==> src/rtl/irq_consts.svh <==
// Constants of the interrupt and exception front end
`ifndef IRQ_CONSTS_SVH
`define IRQ_CONSTS_SVH

// Source counts and widths
`define N_MASK          44
`define N_INTERNAL      38
`define N_PIN           6
`define N_EVT           46
`define PIN_BASE        10
`define LVL_W           3
`define IDX_W           6
`define N_LVL           8

// Least request-to-service latency in system clocks
`define MIN_LAT_CYC     5
`define DLY_STAGES      4

// Default-priority slots of the maskable groups
`define SRC_WDT_MASK    6'h00
`define SRC_CONV_END    6'h01
`define SRC_GTIMER      6'h02
`define SRC_PIN         6'h0a
`define SRC_CAN         6'h10
`define SRC_CSI         6'h18
`define SRC_UART        6'h1b
`define SRC_CTIMER      6'h21
`define SRC_TM8         6'h27

// Exception codes and handler addresses
`define CODE_RESET      16'h0000
`define CODE_NMI        16'h0010
`define CODE_WDT_NMI    16'h0020
`define CODE_TRAP_BASE  16'h0040
`define CODE_ILLEGAL_OPCODE_TRAP      16'h0060
`define CODE_MASK_BASE  16'h0080
`define HND_TRAP_LOW    32'h00000040
`define HND_TRAP_HIGH   32'h00000050
`define RET_RESET       32'h00000000

`endif

==> src/rtl/irq_pkg.sv <==
// Types of the interrupt and exception front end
package irq_pkg;

  typedef enum logic [1:0] {
    ST_IDLE  = 2'b01,
    ST_OFFER = 2'b10
  } vstate_t;

  typedef enum logic [5:0] {
    KIND_RESET = 6'b000001,
    KIND_ILLEGAL_OPCODE_TRAP = 6'b000010,
    KIND_TRAP  = 6'b000100,
    KIND_NMI   = 6'b001000,
    KIND_WDT   = 6'b010000,
    KIND_MASK  = 6'b100000
  } vkind_t;

endpackage : irq_pkg

==> src/rtl/arb_if.sv <==
// Request and winner signals between controller and level arbiter
`timescale 1ns/1ps
`include "irq_consts.svh"
interface arb_if;
  logic [`N_MASK-1:0]             req;
  logic [`N_MASK-1:0][`LVL_W-1:0] lvl;
  logic                           found;
  logic [`IDX_W-1:0]              idx;
  logic [`LVL_W-1:0]              win_lvl;

  modport arbiter (input req, input lvl,
                   output found, output idx, output win_lvl);
  modport user    (output req, output lvl,
                   input found, input idx, input win_lvl);
endinterface : arb_if

==> src/rtl/interrupt_controller_unit.sv <==
// Interrupt and exception front end: capture, arbitration, vector offer
//
// Operation
// - Forty-six requests: two non-maskable and forty-four maskable, plus reset, exceptions.
// - A pending exception is offered before any pending interrupt.
// - Thirty-two traps; codes 0040h plus index, handlers 40h or 50h by group.
// - Illegal opcode trap uses code 0060h and handler 00000060h.
// - Every maskable request has a programmable priority of eight levels.
// - Service starts no sooner than five clocks after the request.
// - Reset from pin or watchdog uses code 0000h, handler 0, no return.
// - Pin NMI code 0010h handler 10h; watchdog NMI code 0020h handler 20h.
// - Maskable sources are internal peripheral requests plus six external pins.
// - Each maskable request has its own mask; masked ones are never acknowledged.
// - Nesting allowed only when the new level beats the level in service.
// - Each external pin has selectable valid edges; only such an edge requests.
// - Watchdog maskable is slot 0, converter end slot 1; handler equals code.
// - Two timer overflows and six capture/compares take slots 2 to 9.
// - Six pin edge requests take slots 10 to 15 in pin order.
// - Two CAN channels, four requests each, take slots 16 to 23.
// - Three clocked serial, then two async serial channels take slots 24 to 32.
// - Capture timers take slots 33 to 38, eight-bit timers 39 to 43.
// - Among equal candidates the lower default slot number wins.
// - Pin NMI is served before watchdog NMI, which stays pending.
// - Acknowledging a maskable request enters the interrupts-disabled state.
`timescale 1ns/1ps
`include "irq_consts.svh"
module interrupt_controller_unit (
  // Clock and reset
  input  wire logic                        mclk,
  input  wire logic                        sys_rst,
  // Reset sources
  input  wire logic                        reset_pin_n,
  input  wire logic                        wdt_reset_req,
  // Non-maskable sources
  input  wire logic                        nmi_pin,
  input  wire logic                        nmi_rise_en,
  input  wire logic                        nmi_fall_en,
  input  wire logic                        watchdog_nonmaskable_request,
  // Maskable sources and their control
  input  wire logic [`N_INTERNAL-1:0]      periph_req,
  input  wire logic [`N_PIN-1:0]           ext_pin,
  input  wire logic [`N_PIN-1:0]           pin_rise_en,
  input  wire logic [`N_PIN-1:0]           pin_fall_en,
  input  wire logic [`N_MASK-1:0]          mask_en,
  input  wire logic [`N_MASK*`LVL_W-1:0]   prio_lvl,
  // Exceptions from the core
  input  wire logic                        trap_req,
  input  wire logic [4:0]                  trap_index,
  input  wire logic                        illegal_opcode_trap,
  input  wire logic [31:0]                 following_instruction_address,
  // Core handshake
  input  wire logic                        core_take,
  input  wire logic                        core_reti,
  input  wire logic                        core_ei,
  // Vector to the core
  output logic                             vec_valid,
  output irq_pkg::vkind_t                  vec_kind,
  output logic [15:0]                      vec_code,
  output logic [31:0]                      vec_handler,
  output logic [31:0]                      vec_return,
  // Controller state
  output logic                             int_disabled,
  output logic                             nmi_in_service
);

  arb_if arb ();

  // Pin synchronisers; only the second stage and later are read
  logic                    rst_s1_q, rst_s2_q;
  logic                    nmi_s1_q, nmi_s2_q, nmi_s3_q;
  logic [`N_PIN-1:0]       pin_s1_q, pin_s2_q, pin_s3_q;

  always_ff @(posedge mclk) begin
    if (sys_rst) begin
      rst_s1_q <= 1'b1;
      rst_s2_q <= 1'b1;
      nmi_s1_q <= 1'b0;
      nmi_s2_q <= 1'b0;
      nmi_s3_q <= 1'b0;
      pin_s1_q <= '0;
      pin_s2_q <= '0;
      pin_s3_q <= '0;
    end else begin
      rst_s1_q <= reset_pin_n;
      rst_s2_q <= rst_s1_q;
      nmi_s1_q <= nmi_pin;
      nmi_s2_q <= nmi_s1_q;
      nmi_s3_q <= nmi_s2_q;
      pin_s1_q <= ext_pin;
      pin_s2_q <= pin_s1_q;
      pin_s3_q <= pin_s2_q;
    end
  end

  // Edge selection; with both enables low a pin raises nothing
  wire              nmi_edge = (nmi_rise_en & nmi_s2_q & ~nmi_s3_q) |
                               (nmi_fall_en & ~nmi_s2_q & nmi_s3_q);
  wire [`N_PIN-1:0] pin_edge = (pin_rise_en & pin_s2_q & ~pin_s3_q) |
                               (pin_fall_en & ~pin_s2_q & pin_s3_q);

  // Slot map: pins sit between the timer and CAN groups
  wire [`N_MASK-1:0] mask_raw = {periph_req[`N_INTERNAL-1:`PIN_BASE],
                                 pin_edge,
                                 periph_req[`PIN_BASE-1:0]};
  wire [`N_EVT-1:0]  evt_in   = {watchdog_nonmaskable_request, nmi_edge,
                                 mask_raw};

  // Delay line keeps every interrupt out of service for the least latency
  logic [`DLY_STAGES-1:0][`N_EVT-1:0] dly_q;
  always_ff @(posedge mclk) begin
    if (sys_rst) begin
      dly_q <= '0;
    end else begin
      dly_q <= {dly_q[`DLY_STAGES-2:0], evt_in};
    end
  end
  wire [`N_EVT-1:0] evt_late = dly_q[`DLY_STAGES-1];

  // Pending flags and service state
  irq_pkg::vstate_t      st_q, st_d;
  logic [`N_MASK-1:0]    pend_q;
  logic                  nmip_q, wdtp_q, rstp_q, ilgp_q, trpp_q;
  logic [4:0]            trap_n_q;
  logic                  id_q, np_q;
  logic [`N_LVL-1:0]     isr_q;
  logic [`IDX_W-1:0]     off_idx_q;
  logic [`LVL_W-1:0]     off_lvl_q;
  irq_pkg::vkind_t       kind_q;
  logic [15:0]           code_q;
  logic [31:0]           hnd_q, ret_q;

  // Level in service: the lowest set bit is the most urgent one running
  logic [`LVL_W-1:0] cur_lvl;
  always_comb begin
    cur_lvl = '1;
    for (int l = `N_LVL - 1; l >= 0; l--) begin
      if (isr_q[l]) begin
        cur_lvl = l[`LVL_W-1:0];
      end
    end
  end

  // Arbitration among unmasked pending maskable requests
  assign arb.req = pend_q & ~mask_en;
  assign arb.lvl = prio_lvl;

  wire nest_ok  = (isr_q == '0) || (arb.win_lvl < cur_lvl);
  wire mask_ok  = arb.found && !id_q && !np_q && nest_ok;
  wire exc_any  = ilgp_q || trpp_q;
  wire nmi_ok   = nmip_q && !np_q;
  wire wdt_ok   = wdtp_q && !np_q;

  // Selection order: reset, exceptions, pin NMI, watchdog NMI, maskable
  wire take_rst = rstp_q;
  wire take_ilg = !take_rst && ilgp_q;
  wire take_trp = !take_rst && !ilgp_q && trpp_q;
  wire take_nmi = !take_rst && !exc_any && nmi_ok;
  wire take_wdt = !take_rst && !exc_any && !nmi_ok && wdt_ok;
  wire take_msk = !take_rst && !exc_any && !nmi_ok && !wdt_ok && mask_ok;
  wire sel_any  = take_rst | take_ilg | take_trp | take_nmi | take_wdt |
                  take_msk;

  irq_pkg::vkind_t sel_kind;
  assign sel_kind = take_rst ? irq_pkg::KIND_RESET :
                    take_ilg ? irq_pkg::KIND_ILLEGAL_OPCODE_TRAP :
                    take_trp ? irq_pkg::KIND_TRAP  :
                    take_nmi ? irq_pkg::KIND_NMI   :
                    take_wdt ? irq_pkg::KIND_WDT   : irq_pkg::KIND_MASK;

  wire [15:0] mask_code = `CODE_MASK_BASE + {6'h00, arb.idx, 4'h0};
  wire [15:0] trap_code = `CODE_TRAP_BASE + {11'h000, trap_n_q};
  wire [31:0] trap_hnd  = trap_n_q[4] ? `HND_TRAP_HIGH : `HND_TRAP_LOW;

  wire [15:0] sel_code  = take_rst ? `CODE_RESET   :
                          take_ilg ? `CODE_ILLEGAL_OPCODE_TRAP   :
                          take_trp ? trap_code     :
                          take_nmi ? `CODE_NMI     :
                          take_wdt ? `CODE_WDT_NMI : mask_code;
  // Handlers equal the code zero-extended, traps excepted
  wire [31:0] sel_hnd   = take_trp ? trap_hnd : {16'h0000, sel_code};
  wire [31:0] sel_ret   = take_rst ? `RET_RESET
                                   : following_instruction_address;

  // An offered maskable vector is withdrawn if masked meanwhile
  wire withdraw = (st_q == irq_pkg::ST_OFFER) &&
                  (kind_q == irq_pkg::KIND_MASK) && mask_en[off_idx_q];
  wire accept   = (st_q == irq_pkg::ST_OFFER) && core_take && !withdraw;
  wire acc_msk  = accept && (kind_q == irq_pkg::KIND_MASK);
  wire acc_nmi  = accept && (kind_q == irq_pkg::KIND_NMI);
  wire acc_wdt  = accept && (kind_q == irq_pkg::KIND_WDT);

  // Source clear on acceptance; a new event in the same cycle wins
  wire [`N_MASK-1:0] clr_vec = acc_msk ? (`N_MASK'(1) << off_idx_q) : '0;
  wire [`N_MASK-1:0] pend_d  = (pend_q & ~clr_vec) | evt_late[`N_MASK-1:0];
  wire               rst_evt = !rst_s2_q || wdt_reset_req;

  always_comb begin
    st_d = st_q;
    unique case (st_q)
      irq_pkg::ST_IDLE: begin
        if (sel_any) begin
          st_d = irq_pkg::ST_OFFER;
        end
      end
      irq_pkg::ST_OFFER: begin
        if (accept || withdraw) begin
          st_d = irq_pkg::ST_IDLE;
        end
      end
      default: st_d = irq_pkg::ST_IDLE;
    endcase
  end

  always_ff @(posedge mclk) begin
    if (sys_rst) begin
      st_q <= irq_pkg::ST_IDLE;
    end else begin
      st_q <= st_d;
    end
  end

  always_ff @(posedge mclk) begin
    if (sys_rst) begin
      pend_q <= '0;
      nmip_q <= 1'b0;
      wdtp_q <= 1'b0;
      rstp_q <= 1'b0;
    end else begin
      pend_q <= pend_d;
      nmip_q <= evt_late[`N_EVT-2] | (nmip_q & ~acc_nmi);
      wdtp_q <= evt_late[`N_EVT-1] | (wdtp_q & ~acc_wdt);
      rstp_q <= rst_evt |
                (rstp_q & ~(accept && kind_q == irq_pkg::KIND_RESET));
    end
  end

  // Exceptions are synchronous to the core and need no latency delay
  always_ff @(posedge mclk) begin
    if (sys_rst) begin
      ilgp_q   <= 1'b0;
      trpp_q   <= 1'b0;
      trap_n_q <= '0;
    end else begin
      ilgp_q <= illegal_opcode_trap |
                (ilgp_q & ~(accept && kind_q == irq_pkg::KIND_ILLEGAL_OPCODE_TRAP));
      trpp_q <= trap_req |
                (trpp_q & ~(accept && kind_q == irq_pkg::KIND_TRAP));
      if (trap_req) begin
        trap_n_q <= trap_index;
      end
    end
  end

  // Interrupt disable, NMI service and in-service levels
  always_ff @(posedge mclk) begin
    if (sys_rst) begin
      id_q  <= 1'b0;
      np_q  <= 1'b0;
      isr_q <= '0;
    end else begin
      if (acc_msk || acc_nmi || acc_wdt) begin
        id_q <= 1'b1;
      end else if (core_ei) begin
        id_q <= 1'b0;
      end
      if (acc_nmi || acc_wdt) begin
        np_q <= 1'b1;
      end else if (core_reti && np_q) begin
        np_q <= 1'b0;
      end
      if (acc_msk) begin
        isr_q <= isr_q | (`N_LVL'(1) << off_lvl_q);
      end else if (core_reti && !np_q && isr_q != '0) begin
        isr_q <= isr_q & ~(`N_LVL'(1) << cur_lvl);
      end
    end
  end

  // Vector captured on entry to the offer and held until it ends
  always_ff @(posedge mclk) begin
    if (sys_rst) begin
      kind_q    <= irq_pkg::KIND_RESET;
      code_q    <= '0;
      hnd_q     <= '0;
      ret_q     <= '0;
      off_idx_q <= '0;
      off_lvl_q <= '0;
    end else if (st_q == irq_pkg::ST_IDLE && sel_any) begin
      kind_q    <= sel_kind;
      code_q    <= sel_code;
      hnd_q     <= sel_hnd;
      ret_q     <= sel_ret;
      off_idx_q <= arb.idx;
      off_lvl_q <= arb.win_lvl;
    end
  end

  mask_level_arbiter u_arb (
    .a (arb.arbiter)
  );

  assign vec_valid      = (st_q == irq_pkg::ST_OFFER);
  assign vec_kind       = kind_q;
  assign vec_code       = code_q;
  assign vec_handler    = hnd_q;
  assign vec_return     = ret_q;
  assign int_disabled   = id_q;
  assign nmi_in_service = np_q;

  wire quiet = (st_q == irq_pkg::ST_IDLE) && (dly_q == '0) &&
               (pend_q == '0) && !nmip_q && !wdtp_q && !rstp_q &&
               !ilgp_q && !trpp_q && !rst_evt && !illegal_opcode_trap &&
               !trap_req;
endmodule : interrupt_controller_unit

==> src/rtl/mask_level_arbiter.sv <==
// Picks the best unmasked maskable request by level, then default order
`timescale 1ns/1ps
`include "irq_consts.svh"
module mask_level_arbiter (
  arb_if.arbiter a
);
  logic              found_v;
  logic [`IDX_W-1:0] idx_v;
  logic [`LVL_W-1:0] lvl_v;

  // Walk downward so that on equal levels the lower index is kept
  always_comb begin
    found_v = 1'b0;
    idx_v   = '0;
    lvl_v   = '1;
    for (int i = `N_MASK - 1; i >= 0; i--) begin
      if (a.req[i] && (!found_v || a.lvl[i] <= lvl_v)) begin
        found_v = 1'b1;
        idx_v   = i[`IDX_W-1:0];
        lvl_v   = a.lvl[i];
      end
    end
  end

  assign a.found   = found_v;
  assign a.idx     = idx_v;
  assign a.win_lvl = lvl_v;
endmodule : mask_level_arbiter

==> config.mk <==
export PLATFORM = sky130hd
export DESIGN_NAME = interrupt_controller_unit
export DESIGN_NICKNAME = d
export VERILOG_FILES = /design/src/rtl/irq_pkg.sv /design/src/rtl/arb_if.sv /design/src/rtl/interrupt_controller_unit.sv /design/src/rtl/mask_level_arbiter.sv
export VERILOG_INCLUDE_DIRS = /design/src /design/src/rtl
export SDC_FILE = /design/constraint.sdc
export NUM_CORES = 1
export LEC_CHECK = 0
export BUFFER_PORTS_ARGS = -buffer_cell sky130_fd_sc_hd__buf_2
export CAP_MARGIN = 40
export CORE_MARGIN = 2
export CORE_UTILIZATION = 61
export DETAILED_ROUTE_END_ITERATION = 16
export MAX_ROUTING_LAYER = met4
export PLACE_DENSITY = 0.87
export SLEW_MARGIN = 10
export SYNTH_ARGS = -nofsm -noshare
export SYNTH_HDL_FRONTEND = slang
export SYNTH_SLANG_ARGS = --single-unit
==> constraint.sdc <==
create_clock -name mclk -period 124.1 [get_ports mclk]
set_input_delay 18.615 -clock mclk [delete_from_list [all_inputs] [get_ports mclk]]
set_output_delay 18.615 -clock mclk [all_outputs]
set_load 0.03 [all_outputs]
---- Yosys cells after proc, flatten, opt, wreduce, memory -nomap -nowiden ----
Index checks and enable logic that the tools add are counted.
Widths: inputs -> output; s select.
storage, ports and cells
  register bits ........................... 368
  word-level logic and storage cells ...... 474
  input port bits ......................... 282
operators by class
  add/subtract/negate cells ............... 2
  mux-type cells .......................... 164
  shifts and indexed selects .............. 3
  $lt $le $gt $ge ......................... 45
  bitwise gates (word level) .............. 42
  equal/unequal tests ..................... 10
  reduce and logical (&&, ||, !) cells .... 179
operator list
  cell                   number
  $mux 6                 49
  $mux 3                 50
  $le 3x3->1             43
  $and 44x44->44         2
  $not 44->44            2
  $logic_and 1x1->1      71
  $mux 11                6
  $logic_not 1->1        52
  $logic_or 1x1->1       50
  $mux 1                 50
  $mux 44                1
  $or 44x44->44          1
  $shl 1x6->44 const A   1
  $mux 32                1
  $and 6x6->6            4
  $mux 8                 2
  $shl 1x3->8 const A    2
  $not 6->6              2
  $add 8x10->11 const A  1
  $or 1x1->1             11
  $and 1x1->1            9
  $add 7x5->8 const A    1
  $and 8x8->8            1
  $logic_not 8->1        1
  23 further kinds       32

---- Logic depth before layout (Yosys ltp) ----
  word-level depth ........................ 182
  gate-level depth with buffers ........... 375
  mapped depth without buffers ............ 357

---- Hierarchy ----
From an unflattened synthesis, not the netlist that was laid out.
unflattened totals
  cells, all modules ...................... 2,252
  area, all modules ....................... 19,067.0 µm²
modules (own cells, without submodules)
  module                     cells an instance  sequential area each (µm²)  instances  area an instance (µm²)
  interrupt_controller_unit  1,236              6,846.6                     1          12,144.1
  mask_level_arbiter         1,016              0.0                         1          6,922.9

---- Worst setup path after synthesis ----
Ideal clock, no wire load.
  kind .................................... input to register
  from .................................... input mask_en[43]
  to ...................................... register code_q[5], in the netlist vec_code[5]
  path slack .............................. 45,933 ps
  cell stages on the path ................. 344
  arrival time ............................ 78,098 ps
  setup time .............................. 69 ps
  path buffers ............................ 18
  path through ............................ nand2b_1 buf_4 nor2_1 ha_1 and3_1 a211oi_1 nand2b_1 o22ai_1 ha_1 nand2_1 o21a_1 o21ai_0 o221ai_1 nand2_1 inv_1 ha_1 a21oi_1 o21ai_0 [308 not listed] ha_1 a32oi_1 a21bo_1 inv_1 nor2_1 nand2_1 o221ai_1 o21ba_2 ha_1 nor3_1 o21ai_0 o311ai_0 nor2b_1 a21oi_1 o41a_1 buf_4 or4_4 o21ai_1
on the way
  longest elaborated chain between the ends .. 181
  elaborated cells on any way between the ends .. 320
  classes of those cells .................. add/sub: 1; order compare: 44; mux: 137; bitwise: 3; reduce/logical: 135
RTL lines
  element                                               line                              RTL
  from (decl)                                           interrupt_controller_unit.sv:44   input wire logic [`N_MASK-1:0] mask_en,
  $not 44->44 *                                         interrupt_controller_unit.sv:144  assign arb.req = pend_q & ~mask_en;
  $and 44x44->44 *                                      interrupt_controller_unit.sv:144
  $mux 3 / $mux 1 (equally long branches)               mask_level_arbiter.sv:17          if (a.req[i] && (!found_v || a.lvl[i] <= lvl_v)) begin
  $le 3x3->1 / $logic_not 1->1 (equally long branches)  mask_level_arbiter.sv:17
  $logic_or 1x1->1                                      mask_level_arbiter.sv:17
  $logic_and 1x1->1                                     mask_level_arbiter.sv:17
  $mux 3 / $mux 1 (equally long branches)               mask_level_arbiter.sv:17
  $le 3x3->1 / $logic_not 1->1 (equally long branches)  mask_level_arbiter.sv:17
  [166 not listed]                                      n/a
  $mux 3 *                                              mask_level_arbiter.sv:17
  via arb.win_lvl[1]                                    arb_if.sv:9                       logic [`LVL_W-1:0] win_lvl;
  $lt 3x3->1 *                                          interrupt_controller_unit.sv:147  wire nest_ok = (isr_q == '0) || (arb.win_lvl < cur_lvl);
  $logic_or 1x1->1 *                                    interrupt_controller_unit.sv:147
  $logic_and 1x1->1 *                                   interrupt_controller_unit.sv:148  wire mask_ok = arb.found && !id_q && !np_q && nest_ok;
  $logic_and 1x1->1 *                                   interrupt_controller_unit.sv:159  wire take_msk = !take_rst && !exc_any && !nmi_ok && !wdt_ok && mask_ok;
  $or 1x1->1 *                                          interrupt_controller_unit.sv:160  wire sel_any = take_rst | take_ilg | take_trp | take_nmi | take_wdt |
  $logic_and 1x1->1 *                                   interrupt_controller_unit.sv:288  end else if (st_q == irq_pkg::ST_IDLE && sel_any) begin
  to (signal assigned)                                  interrupt_controller_unit.sv:290  code_q <= sel_code;
  to (decl)                                             interrupt_controller_unit.sv:129  logic [15:0] code_q;
The timed path passes the listed nets; every way through them passes the cells marked *.
A chain may end at the register's enable or synchronous reset.

---- Final worst setup path ----
  from .................................... input mask_en[43]
  to ...................................... register code_q[6], in the netlist vec_code[6]
The elaborated chain is that of the path after synthesis.

==> results.md <==
- Fin. max-slew vios: 0
- NetSw: 0.0977 mW
- Clk_lat worst skew: approximately 0.54 ns
- Final std cells w/o fill: 2998
- Seq pwr share: 0.403
- Area Overhead vs Synth: 14.9%
- Power Density: 13.6 nW/um2
- Placed cell count: ~2900
- Mean Syn Cell Area: 8.38 um2
- Power, Total: 0.299 mW
- Final Cycle Share: 0.730
- CP max-delay cell: o41ai_1
- CTS Root Cell: clkbuf_16
- Worst Max-Slew Pin Slew: 0.902 ns
- RSZ-0062 raised after global routing: false
- Synthesized cell area: 19100 um2
- H-Tree Depth: 1
- Total of fill cells in the finished design: 2350
- Setup crit end kind: flip-flop
- FF/Latch Area: 6850 um2
- Synth Warn #: 0
- Vias/cell: 6.00
- Row cnt: between 60 and 70
- Crit Path Max Fanout: 44
- Initial DRC count: 1448
- Vias in the first global route: 17226
- Final Util: 0.715
- Share of flip-flops with an asynchronous set or reset: 0
- Period minus WS final: just over 90 ns
- Pre-CTS setup slack: between 30 and 40 ns
- Combinational group share of total power: 0.292
- Synth top area cells: dfxtp_1 36%, nor2b_1 8.9%, ha_1 8.6%
- TritonCTS clock tree: built
- Remaining DRCs: 0
- Count of cell types in the netlist: 101
- Static Leak: 9.87 nW
- Core Footprint: 30700 um2
- Top_reg_cell synth: dfxtp_1
- PortBufs: 344
- Largest net degree at the start of global routing: 147
- Worst hold path cell count: 1
- Status: finished clean
- Hold Worst Slack: roughly 0.4 ns
- Commonest non-fill, non-tap cells in the layout: 344 x buf_2, 342 x dfxtp_1, 272 x nor2b_1
- Setup TNS: 0 ns
- Startpoint Class: input port
- Area occupied by multi-input gates: 11300 um2
- Wire per inst: 18.8 um
- Proportion of layout cells with a drive suffix above 1: 0.189
- # Post-CTS Setup Buffers: 0
- Clk pwr share: 0.305
- Die area: 32800 um2
- # nets final: 2993
- Rel. slew slack: 0.393
- DRT antenna net count: 0
- Register area share after synthesis: 0.358
- GRT Overall Usage: 0.343
- Final Hold Vio Count: 0
- Crit path kind: input port to flip-flop
- Top cell type's share of synthesized area: 0.358
- Longest Clk Path Bufs: 3
- # IOs: 371
- Starting Density: 0.622
- DRT Pass-1 Iters: 5
- Final Instance Area: 22000 um2
- Post-cts hold buffer count: 0
- Switching Share: 0.327
- Req. time, crit path: 124.57 ns
- Crit path top cell by count: ha_1
- Die height: around 180 um
- Layout Skew: between 0.02 and 0.025 ns
- First-pass GRT wire length: 89100 um
- Fmax: approximately 11 MHz
- Cell count of the worst reg-to-reg path: 332
- Synth Instances: 2283
- Clock-pin slew on the worst setup and hold paths: 0.07 ns
- WP data arrival: 91.05 ns
- Initial antenna violation count: 3
- Slowest stage delay, CP: about 0.7 ns
- Internal power: 0.201 mW
- Routed WL: 56500 um
- Post-CTS sizing: 0
- HP Class: flip-flop to flip-flop
- Detailed placement HPWL: between 40000 and 50000 um
- Final WS setup: 33.52 ns
- Number of flops mapped to enable cells by yosys: 0
- Gpl congestion: between 1 and 1.5
- CTS Buf Count: 27
- Setup violators final: 0
- Clock sinks: 342
- Peak supply drop: between 0.01 and 0.015 mV
- Die Wd: between 150 and 200 um
- Commonest non-fill, non-tap cell in the layout: buf_2
- Yosys reg bits: between 300 and 400
- GRT overflow: 0
- Routed vias: 17995
- Placed inst area: 21000 um2
- Cell taking the most area after synthesis: dfxtp_1
- Max_cap viols: 0
==> metal layers <==
layer,share of wire,up-vias,global-route usage
li1,-,8571,-
met1,0.43,8445,0.445
met2,0.46,851,0.560
met3,0.083,128,0.0506
met4,0.028,0,0.0992
met5,0,-,-
==> final cells by class <==
cell class / count / share of cell area
Multi-Input combinational cell: 1722 / 0.515
Sequential cell: 342 / 0.312
Timing Repair Buffer: 357 / 0.0850
Clock buffer: 29 / 0.0315
Tap cell: 396 / 0.0225
Inverter: 129 / 0.0220
Clock inverter: 20 / 0.0120
Antenna cell: 3 / 0.000342
==> power groups by stage <==
stage	registers [mW]	clock network (mW)	logic, mW
detailed placement	0.123	0	0.0851
floorplan	0.126	0	0.0568
global placement	0.123	0	0.0816
global route	0.121	0.0965	0.0961
finish	0.121	0.0912	0.0874
CTS	0.120	0.0922	0.0860
==> sequential cells by signal, indices dropped and copies added (netlist names), 8 cells and up <==
register	count
evt_late	46
isr_q	8
vec_return	32
pend_q	44
vec_handler	11
dly_q	138
vec_code	11
==> logic make-up after synthesis <==
logic type      Yosys count  share of synthesized area
compound gates          542                      0.188
xor+xnor                  2                   0.000916
fa+ha+maj               132                     0.0864
buf+inv                 244                     0.0563
flops                   342                      0.358
mux                      52                     0.0372
other cells               1                   0.000196
simple gates            968                      0.273
==> worst max-delay path, delay by kind of cell <==
family | cells | cell delay, ns
AOI/OAI and AO/OA | 162 | 36.00
muxes | 8 | 3.13
and+or+nand+nor | 104 | 18.82
buffers and inverters | 15 | 1.95
adders and majority gates | 44 | 12.37
==> final timing paths <==
path               startpoint          end  slack [ns]
hold reg to reg      rst_s1_q     rst_s2_q        0.41
hold / removal       rst_s1_q     rst_s2_q        0.41
setup / recovery  mask_en[43]  vec_code[6]       33.52
setup reg to reg   pend_q[43]  vec_code[6]       51.44
==> cell usage after synthesis, drive strengths merged, types with 7 or more instances <==
| cell type | instances |
|---|---|
| o21a | 28 |
| a21boi | 7 |
| mux4 | 13 |
| o211ai | 15 |
| nand3 | 71 |
| a21oi | 172 |
| nand3b | 50 |
| nor3b | 9 |
| a32oi | 13 |
| nor2 | 166 |
| and3 | 13 |
| o21bai | 9 |
| nor3 | 24 |
| ha | 132 |
| or2 | 15 |
| mux2i | 17 |
| nand4 | 13 |
| mux2 | 22 |
| dfxtp | 342 |
| o22a | 10 |
| o22ai | 8 |
| nor4 | 20 |
| and2 | 24 |
| nor2b | 272 |
| a21o | 15 |
| nand2 | 201 |
| or3 | 9 |
| a31oi | 25 |
| a31o | 7 |
| clkbuf | 68 |
| o31ai | 19 |
| inv | 129 |
| nand2b | 62 |
| a211oi | 15 |
| o21ai | 115 |
| or4 | 9 |
| buf | 47 |
No activity file was read; power rests on OpenSTA's default activity.
